$ cat src/design/mssup_pkg.sv
package mssup_pkg;

    // ****************************************
    // widths and fixed figures
    // ****************************************
    localparam int CUR_W = 16;
    localparam int TMR_W = 24;
    localparam int CLK_MHZ = 100;
    // processing tick period in ns; a short tick keeps runs brief
    localparam int TICK_NS = 1000;
    localparam int TICK_CYC = TICK_NS * CLK_MHZ / 1000;
    localparam logic [19:0] TICK_LAST = 20'(TICK_CYC - 1);
    // start threshold in percent of full load
    localparam logic [7:0] START_PCT = 8'h1e;
    localparam logic [7:0] PCT_FULL = 8'h64;
    // transient filter on report-back: 0.5 s, held in ticks
    localparam int DEGLITCH_NS = 500000000;
    localparam logic [TMR_W-1:0] DEGLITCH_TICKS =
        TMR_W'(DEGLITCH_NS / TICK_NS);
    localparam int REVERSE_NS = 100000000;
    localparam logic [TMR_W-1:0] REVERSE_TICKS =
        TMR_W'(REVERSE_NS / TICK_NS);
    localparam logic [TMR_W-1:0] TMR_ZERO = 24'h000000;
    localparam logic [TMR_W-1:0] TMR_ONE = 24'h000001;

    typedef enum logic [1:0] {
        CRIT_TIME_ONLY = 2'h0,
        CRIT_CURRENT_ONLY = 2'h1,
        CRIT_TIME_OR_CURRENT = 2'h2,
        CRIT_TIME_AND_CURRENT = 2'h3
    } mssup_crit_type;

    typedef enum logic [3:0] {
        ST_STOP = 4'h1,
        ST_START = 4'h2,
        ST_RUN = 4'h4,
        ST_TRIP = 4'h8
    } mssup_state_type;

    typedef struct packed {
        logic [CUR_W-1:0] phaseA;
        logic [CUR_W-1:0] phaseB;
        logic [CUR_W-1:0] phaseC;
    } mssup_cur_type;

    // time settings in ticks, current levels in current units
    typedef struct packed {
        mssup_crit_type transitionCriterion;
        logic [CUR_W-1:0] fullLoadCurrent;
        logic [CUR_W-1:0] transitionCurrentLevel;
        logic [CUR_W-1:0] stopCurrentThreshold;
        logic [TMR_W-1:0] transitionTimer;
        logic [TMR_W-1:0] lockedRotorTime;
        logic [TMR_W-1:0] sequenceTimeLimit;
        logic [TMR_W-1:0] antiBackspinDelay;
        logic sequenceCheckSelect;
        logic sequenceEnable;
        logic zeroSpeedEnable;
        logic reversingAllowed;
        logic antiBackspinEnable;
    } mssup_cfg_type;

    typedef struct packed {
        logic transitionTripFlag;
        logic sequenceFailStartToRun;
        logic sequenceFailStopToStart;
        logic zeroSpeedTripFlag;
        logic phaseReverseTripFlag;
        logic transitionByTime;
        logic transitionByCurrent;
    } mssup_flag_type;

endpackage

$ cat src/design/mssup_supervisor.sv
// Functional notes
// any setting change restarts the block and forces state to stop.
// after restart a running motor re-cycles, counters held, timers reset.
// four states; stop-start-run-stop, plus start-stop, start-trip, run-trip.
// external trip in start or run forces trip; leave when currents cease.
// failed start-control transition trips with transition trip flag.
// sequence trip raises start-to-run or stop-to-start flag by select.
// zero-speed switch not open within locked-rotor time trips.
// reverse rotation at start with reversing disallowed trips.
// trip contact closed whenever not in trip state.
// outside control energises contactor; the block never commands start.
// start declared above 30% of full load; transition timer starts.
// in start, flag when current falls below transition level.
// time-only criterion enters run when the timer expires.
// current-only enters run on current drop; trips on timer expiry.
// time-or-current enters run on whichever comes first.
// time-and-current needs drop before expiry, then run; else trip.
// successful transition sets time and/or current cause flags.
// suggested time-or-current, 130% level, long transition timer.
// run lasts until all three phases are below stop threshold.
// on stop, anti-backspin blocks new start and counts down; it is not armed on the first stop after a restart.
// report-back must energise before its time limit or trip.
// after limit, report-back loss over 0.5 s trips; shorter ignored.
// reverse trip and trip command about 100 ms after start.
// start detect uses largest phase magnitude once per tick.
module mssup_supervisor
    import mssup_pkg::*;
(
    input wire logic mclk,
    input wire logic resetn,
    input wire mssup_cur_type phaseCurrent,
    input wire mssup_cfg_type cfg,
    input wire logic otherTrip,
    input wire logic reportBackInput,
    input wire logic zeroSpeedSwitch,
    input wire logic reverseRotation,
    input wire logic startCounterHold,
    output mssup_state_type motorState,
    output mssup_flag_type flags,
    output logic tripCommand,
    output logic tripContactClosed,
    output logic currentBelowTransition,
    output logic startBlocked,
    output logic [TMR_W-1:0] blockRemaining,
    output logic restartPulse,
    output logic countStart
);

    // ****************************************
    // helpers
    // ****************************************
    function automatic logic [CUR_W-1:0] maxOf(
        input logic [CUR_W-1:0] a,
        input logic [CUR_W-1:0] b
    );
        maxOf = (a > b) ? a : b;
    endfunction

    function automatic logic [TMR_W-1:0] countUp(
        input logic [TMR_W-1:0] v
    );
        countUp = (v == {TMR_W{1'b1}}) ? v : v + TMR_ONE;
    endfunction

    // ****************************************
    // tick and setting change
    // ****************************************
    logic [19:0] tickCnt_q;
    mssup_cfg_type cfg_q;
    logic cfgValid_q;
    wire logic tick = (tickCnt_q == TICK_LAST);
    // restart on change
    wire logic cfgChanged = cfgValid_q && (cfg != cfg_q);

    always_ff @(posedge mclk or negedge resetn) begin
        if (!resetn) begin
            tickCnt_q <= 20'h00000;
            cfg_q <= '0;
            cfgValid_q <= 1'b0;
        end else begin
            tickCnt_q <= tick ? 20'h00000 : tickCnt_q + 20'h00001;
            cfg_q <= cfg;
            cfgValid_q <= 1'b1;
        end
    end

    // ****************************************
    // current comparisons
    // ****************************************
    // largest phase
    wire logic [CUR_W-1:0] peak =
        maxOf(maxOf(phaseCurrent.phaseA, phaseCurrent.phaseB),
              phaseCurrent.phaseC);
    // scaled compare avoids a divider: peak*100 > fla*30
    wire logic [CUR_W+7:0] peakScaled = peak * PCT_FULL;
    wire logic [CUR_W+7:0] startLevel = cfg.fullLoadCurrent * START_PCT;
    // start threshold
    wire logic startSeen = peakScaled > startLevel;
    wire logic belowTrn = peak < cfg.transitionCurrentLevel;
    // all phases under
    wire logic allStopped =
        (phaseCurrent.phaseA < cfg.stopCurrentThreshold) &&
        (phaseCurrent.phaseB < cfg.stopCurrentThreshold) &&
        (phaseCurrent.phaseC < cfg.stopCurrentThreshold);

    // ****************************************
    // state machine
    // ****************************************
    mssup_state_type state_d, state_q;
    logic [TMR_W-1:0] startTmr_q;
    logic [TMR_W-1:0] seqTmr_q;
    logic [TMR_W-1:0] lossTmr_q;
    logic [TMR_W-1:0] absTmr_q;
    logic dropSeen_q;
    logic restarted_q;
    mssup_flag_type flags_q, flags_d;

    wire logic inStart = (state_q == ST_START);
    wire logic inRun = (state_q == ST_RUN);
    wire logic timerDone = startTmr_q >= cfg.transitionTimer;
    // drop seen in start
    wire logic dropNow = inStart && belowTrn;
    wire logic dropAny = dropSeen_q || dropNow;

    // time-only
    // current-only
    // time-or-current
    // time-and-current
    logic toRun, trnFail;
    always_comb begin
        toRun = 1'b0;
        trnFail = 1'b0;
        unique case (cfg.transitionCriterion)
            CRIT_TIME_ONLY: toRun = timerDone;
            CRIT_CURRENT_ONLY: begin
                toRun = dropNow && !timerDone;
                // expiry wins a tie, else the machine would stall
                trnFail = timerDone;
            end
            CRIT_TIME_OR_CURRENT: toRun = timerDone || dropNow;
            CRIT_TIME_AND_CURRENT: begin
                toRun = timerDone && dropAny;
                trnFail = timerDone && !dropAny;
            end
        endcase
    end

    // zero-speed check
    wire logic zssFail = inStart && cfg.zeroSpeedEnable && zeroSpeedSwitch &&
        (startTmr_q >= cfg.lockedRotorTime);
    // reverse at start
    // delayed reverse trip
    wire logic revFail = inStart && !cfg.reversingAllowed &&
        reverseRotation && (startTmr_q >= REVERSE_TICKS);
    // report-back limit
    wire logic seqLimitPast = seqTmr_q >= cfg.sequenceTimeLimit;
    wire logic seqLate = cfg.sequenceEnable && (inStart || inRun) &&
        seqLimitPast && !reportBackInput && (lossTmr_q == TMR_ZERO) &&
        (seqTmr_q == cfg.sequenceTimeLimit);
    // filtered loss
    wire logic seqLost = cfg.sequenceEnable && (inStart || inRun) &&
        seqLimitPast && (lossTmr_q >= DEGLITCH_TICKS);
    wire logic seqFail = seqLate || seqLost;
    // transition trip
    wire logic startTrip = inStart && tick && trnFail;
    wire logic anyTrip = startTrip || (tick && (zssFail || revFail ||
        seqFail)) || ((inStart || inRun) && otherTrip);

    // state transitions
    // trip handling
    always_comb begin
        state_d = state_q;
        unique case (state_q)
            ST_STOP: if (tick && startSeen && !startBlocked) state_d = ST_START;
            ST_START: begin
                if (anyTrip) state_d = ST_TRIP;
                else if (tick && allStopped) state_d = ST_STOP;
                else if (tick && toRun) state_d = ST_RUN;
            end
            ST_RUN: begin
                if (anyTrip) state_d = ST_TRIP;
                else if (tick && allStopped) state_d = ST_STOP;
            end
            ST_TRIP: if (tick && allStopped) state_d = ST_STOP;
            default: state_d = ST_STOP;
        endcase
    end

    // cause flags
    always_comb begin
        flags_d = flags_q;
        if (state_q == ST_STOP && state_d == ST_START) flags_d = '0;
        if (inStart && state_d == ST_RUN) begin
            flags_d.transitionByTime = timerDone;
            flags_d.transitionByCurrent = dropNow;
        end
        if (startTrip) flags_d.transitionTripFlag = 1'b1;
        if (tick && zssFail) flags_d.zeroSpeedTripFlag = 1'b1;
        if (tick && revFail) flags_d.phaseReverseTripFlag = 1'b1;
        // select picks flag
        if (tick && seqFail) begin
            if (cfg.sequenceCheckSelect) flags_d.sequenceFailStopToStart = 1'b1;
            else flags_d.sequenceFailStartToRun = 1'b1;
        end
    end

    wire logic enterStop = (state_q != ST_STOP) && (state_d == ST_STOP);
    wire logic enterStart = (state_q == ST_STOP) && (state_d == ST_START);

    always_ff @(posedge mclk or negedge resetn) begin
        if (!resetn) begin
            state_q <= ST_STOP;
            flags_q <= '0;
            dropSeen_q <= 1'b0;
            restarted_q <= 1'b0;
        end else if (cfgChanged) begin
            // forced back to stop
            // flags and timers cleared
            state_q <= ST_STOP;
            flags_q <= '0;
            dropSeen_q <= 1'b0;
            restarted_q <= 1'b1;
        end else begin
            state_q <= state_d;
            flags_q <= flags_d;
            dropSeen_q <= inStart && dropAny;
            if (enterStop) restarted_q <= 1'b0;
        end
    end

    // ****************************************
    // timers, all per tick
    // ****************************************
    always_ff @(posedge mclk or negedge resetn) begin
        if (!resetn) begin
            startTmr_q <= TMR_ZERO;
            seqTmr_q <= TMR_ZERO;
            lossTmr_q <= TMR_ZERO;
            absTmr_q <= TMR_ZERO;
        end else if (cfgChanged) begin
            startTmr_q <= TMR_ZERO;
            seqTmr_q <= TMR_ZERO;
            lossTmr_q <= TMR_ZERO;
            absTmr_q <= TMR_ZERO;
        end else begin
            // timer starts with start
            if (enterStart) startTmr_q <= TMR_ZERO;
            else if (tick && inStart) startTmr_q <= countUp(startTmr_q);
            if (enterStart) seqTmr_q <= TMR_ZERO;
            else if (tick && (inStart || inRun)) seqTmr_q <= countUp(seqTmr_q);
            // short transients ignored
            if (reportBackInput || !(inStart || inRun)) lossTmr_q <= TMR_ZERO;
            else if (tick && seqLimitPast) lossTmr_q <= countUp(lossTmr_q);
            // backspin countdown
            if (enterStop && cfg.antiBackspinEnable && !restarted_q)
                absTmr_q <= cfg.antiBackspinDelay;
            else if (tick && absTmr_q != TMR_ZERO)
                absTmr_q <= absTmr_q - TMR_ONE;
        end
    end

    // ****************************************
    // outputs
    // ****************************************
    logic tripCmd_q;
    logic countStart_q;
    always_ff @(posedge mclk or negedge resetn) begin
        if (!resetn) begin
            tripCmd_q <= 1'b0;
            countStart_q <= 1'b0;
        end else begin
            tripCmd_q <= !cfgChanged && (state_d == ST_TRIP);
            // no count after restart
            countStart_q <= !cfgChanged && enterStart && !restarted_q &&
                !startCounterHold;
        end
    end

    assign motorState = state_q;
    assign flags = flags_q;
    assign tripCommand = tripCmd_q;
    // contact closed unless tripped
    assign tripContactClosed = !tripCmd_q;
    assign currentBelowTransition = dropSeen_q;
    // block while counting
    assign startBlocked = (absTmr_q != TMR_ZERO);
    assign blockRemaining = absTmr_q;
    assign restartPulse = cfgChanged;
    assign countStart = countStart_q;

endmodule

$ cat config.mk
export PLATFORM = sky130hd
export DESIGN_NAME = mssup_supervisor
export DESIGN_NICKNAME = d
export VERILOG_FILES = /design/src/design/mssup_pkg.sv /design/src/design/mssup_supervisor.sv
export SDC_FILE = /design/constraint.sdc
export NUM_CORES = 1
export LEC_CHECK = 0
export BUFFER_PORTS_ARGS = -buffer_cell sky130_fd_sc_hd__buf_2
export CAP_MARGIN = 40
export CORE_ASPECT_RATIO = 1.75
export CORE_MARGIN = 1
export CORE_UTILIZATION = 40
export CTS_CLUSTER_DIAMETER = 40
export DETAILED_ROUTE_END_ITERATION = 10
export SLEW_MARGIN = 20
export SYNTH_ARGS = -nofsm -noshare
export SYNTH_HDL_FRONTEND = slang
export SYNTH_SLANG_ARGS = --single-unit
$ cat constraint.sdc
create_clock -name mclk -period 5.45 [get_ports mclk]
set_input_delay 0.2725 -clock mclk [delete_from_list [all_inputs] [get_ports mclk]]
set_output_delay 0.2725 -clock mclk [all_outputs]
set_load 0.05 [all_outputs]
==> impl_metrics.json <==
{
  "drv_cap": 0,
  "ff_latch_area_um2": 7080,
  "wire_per_inst_um": 21.2,
  "via_count": 18500,
  "setup-violations-final": 87,
  "grt.busiest_layer": "met2",
  "yosysSeqAreaShare_pct": 35.2,
  "synthFlopType": "dfrtp_1",
  "finalWorstSetupSlack_ps": -3080,
  "worst_ep_arrival_time_ps": 9020,
  "drtIter0Drc": 838,
  "clkLatencyLatePin_ps": 610,
  "gp_congestion": 0.956,
  "synth_cells": 2097,
  "status": "finished with violations",
  "critPathSlowestCell": "or4_4",
  "grt_first_pass_wirelength_um": 111000,
  "finClkSkew_ps": 34.0,
  "dpl_worst_slack_ps": -3960,
  "die_area_um2": 51300,
  "die_y_um": 299,
  "p_leak_nw": 13.7,
  "internal-power_w": 0.00642,
  "die_x_um": 172,
  "dr.pass1.iters": 5,
  "rsz0062_at_grt": "yes",
  "start_util_pct": 40.6,
  "crit_end": "seqTmr_q[22]",
  "cts_tree": "built",
  "r2r_end": "blockRemaining[13]",
  "fin_nets": 3301,
  "clkSlewWorstSetupHoldPaths_ps": 70,
  "cp-end-kind": "flop",
  "switching_share_pct": 37.5,
  "design_area_um2": 28600,
  "hold_viol_final": 0,
  "avgSynthCellArea_um2": 9.60,
  "syn-cell-area_um2": 20100,
  "cts_sinks": 283,
  "final_common_cell": "dfrtp_1",
  "grt_max_degree": 125,
  "critPathMaxStageDelay_ps": 610,
  "period_share_pct": 157,
  "grt_use_met1_pct": 29.2,
  "viasPerCell": 5.31,
  "area_growth_pct": 42.2,
  "htree_levels": 1,
  "dp_cells": 3230,
  "final-instance-count-excl-fill": 3484,
  "crit_fanout": 6,
  "max_freq_mhz": 117,
  "ys_async_sr_fraction_pct": 100,
  "io_buffer_count": 246,
  "slew_headroom_pct": 42.7,
  "clk_path_buf_depth": 3,
  "gr-total-overflow": 0,
  "drv_slew": 0,
  "cellPowerDensity_nw_per_um2": 358,
  "required_ps": 5940,
  "ys_types": 78,
  "synth_edf_count": 0,
  "place_hpwl_um": 58600,
  "cts_root_buffer": "clkbuf_16",
  "synth_top_area_share_pct": 35.0,
  "multi_input_area_um2": 13200,
  "worstMarginPinSlew_ps": 854,
  "grt_pass1_vias": 19800,
  "yosys_warnings": 0,
  "rows": 108,
  "synthTopCellsByArea": "dfrtp_1 (35%), ha_1 (16%), xnor2_1 (7.9%)",
  "n_fill_cell": 4333,
  "pwr-share-clk_pct": 22.1,
  "use_met3_pct": 3.52,
  "worstSetupStartpointType": "input pin",
  "placed_cell_area_um2": 24500,
  "worstReg2RegStart": "seqTmr_q[9]",
  "grt_usage_pct": 29.1,
  "criticalPathCategory": "in2reg",
  "setup_tns_ps": -204400,
  "use_met2_pct": 52.5,
  "yosysTopAreaCell": "dfrtp_1",
  "ys_ff_latch": 283,
  "sequentialPowerShare_pct": 21.3,
  "hold_path_class": "in2reg",
  "drc": 0,
  "wl_um": 73900,
  "path_common_cell": "ha_4",
  "ir_worst_vdd_v": 0.000308,
  "violations": "negative setup slack",
  "pwr-share-comb_pct": 56.6,
  "cts_buffers": 31,
  "syn_nets": 2603,
  "power.switching_w": 0.00385,
  "ff2ff_path_depth": 17,
  "drive_gt1_share_pct": 28.8,
  "post-route-min-period_ps": 8530,
  "antenna_found_initial": 6,
  "drt.antenna.violating_nets": 0,
  "final_cell_mix": "dfrtp_1 (282), buf_4 (271), buf_2 (229)",
  "worstSetupStartpoint": "phaseCurrent[21]",
  "core_um2": 49600,
  "r2r_slack_ps": 810,
  "ios": 247
}
## area by class of cell
type                            instances  area share [%]
Antenna cell                            5          0.0437
Clock buffer                           39            2.95
Clock inverter                         18           0.856
Inverter                              233            3.16
Multi-Input combinational cell       1551            46.3
Sequential cell                       283            24.7
Tap cell                              660            2.88
Timing Repair Buffer                  695            19.1
## cells by family (layout without fill, tap and decap cells)
kind of cell | count (synthesis) | count (layout) | synth area share [%]
xor gates and xnor gates | 291 | 291 | 12.7
other | 1 | 6 | 0.0186
buffers and inverters | 264 | 985 | 5.06
muxes | 25 | 25 | 1.25
and+or+nand+nor | 616 | 617 | 15.5
adders and majority gates | 301 | 301 | 20.1
DFF | 283 | 283 | 35.2
AOI/OAI and AO/OA | 316 | 316 | 10.2
## power by group through the flow
stage	logic [W]	registers, W	clock network (W)
after floorplan	0.00290	0.00222	0
after CTS	0.00546	0.00218	0.00230
final	0.00582	0.00218	0.00227
after detailed placement	0.00487	0.00222	0
after global routing	0.00634	0.00219	0.00237
after global placement	0.00472	0.00222	0
## metrics by stage
step                      total power, W  util, %  hold slack, ps
after detailed placement         0.00709     49.5             404
after CTS                        0.00994     57.1           0.997
final                             0.0103     57.8            14.3
after global routing              0.0109     57.8            21.4
after floorplan                  0.00512        -           -23.1
after global placement           0.00694     49.4             389
## flip-flops by register name (all words and copies together), names as in the netlist, 4 cells and up
signal and flops:
cfg_q 151, blockRemaining 24, lossTmr_q 24, seqTmr_q 24, startTmr_q 24, tickCnt_q 20, flags 7, motorState 4
## routing by layer
metal | vias to the layer above | wire [µm]
met5 | - | 19
met4 | 2 | 7200
met3 | 270 | 2980
met2 | 590 | 38400
met1 | 8960 | 25300
li1 | 8665 | -
## synthesized netlist by cell type (13+ instances only)
master	n
and3_1	22
nor2b_1	18
fa_1	39
a211oi_1	13
nand2_1	98
nor2_1	196
inv_1	233
ha_1	261
xor2_1	110
nor3_1	26
o21ai_0	65
nand4_1	79
clkbuf_1	18
dfrtp_1	282
nor4_1	37
nand2b_1	15
a21oi_1	99
mux2i_1	24
a21o_1	45
nand3_1	59
xnor2_1	181
## repair_timing
item | CTS | global route
setup endpoints to repair | 87 | 87
gates resized for setup | 170 | 52
pin swaps | 45 | 45
setup buffers | 39 | 10
gates cloned | 9 | 2
endpoints found under the hold margin | 254 | 0
hold buffers | 140 | 0
## worst min-delay path by stage
stage | startpoint | to | slack (ps) | cells after the start
global route | cfg[135] | cfg_q[135] | 20 | 2
global placement | resetn | cfg_q[52] | 390 | 1
floorplan | resetn | blockRemaining[0] | -20 | 0
CTS | cfg[135] | cfg_q[135] | 1 | 2
detailed placement | resetn | cfg_q[18] | 400 | 1
finish | cfg[135] | cfg_q[135] | 10 | 2
## critical path, delay by kind of cell
family | cells | cell delay (ps)
and+or+nand+nor | 18 | 3190
xor gates and xnor gates | 1 | 170
AOI/OAI and AO/OA | 13 | 2110
adders and majority gates | 7 | 1850
buffers and inverters | 12 | 1390
(Power assumes the default switching activity.)
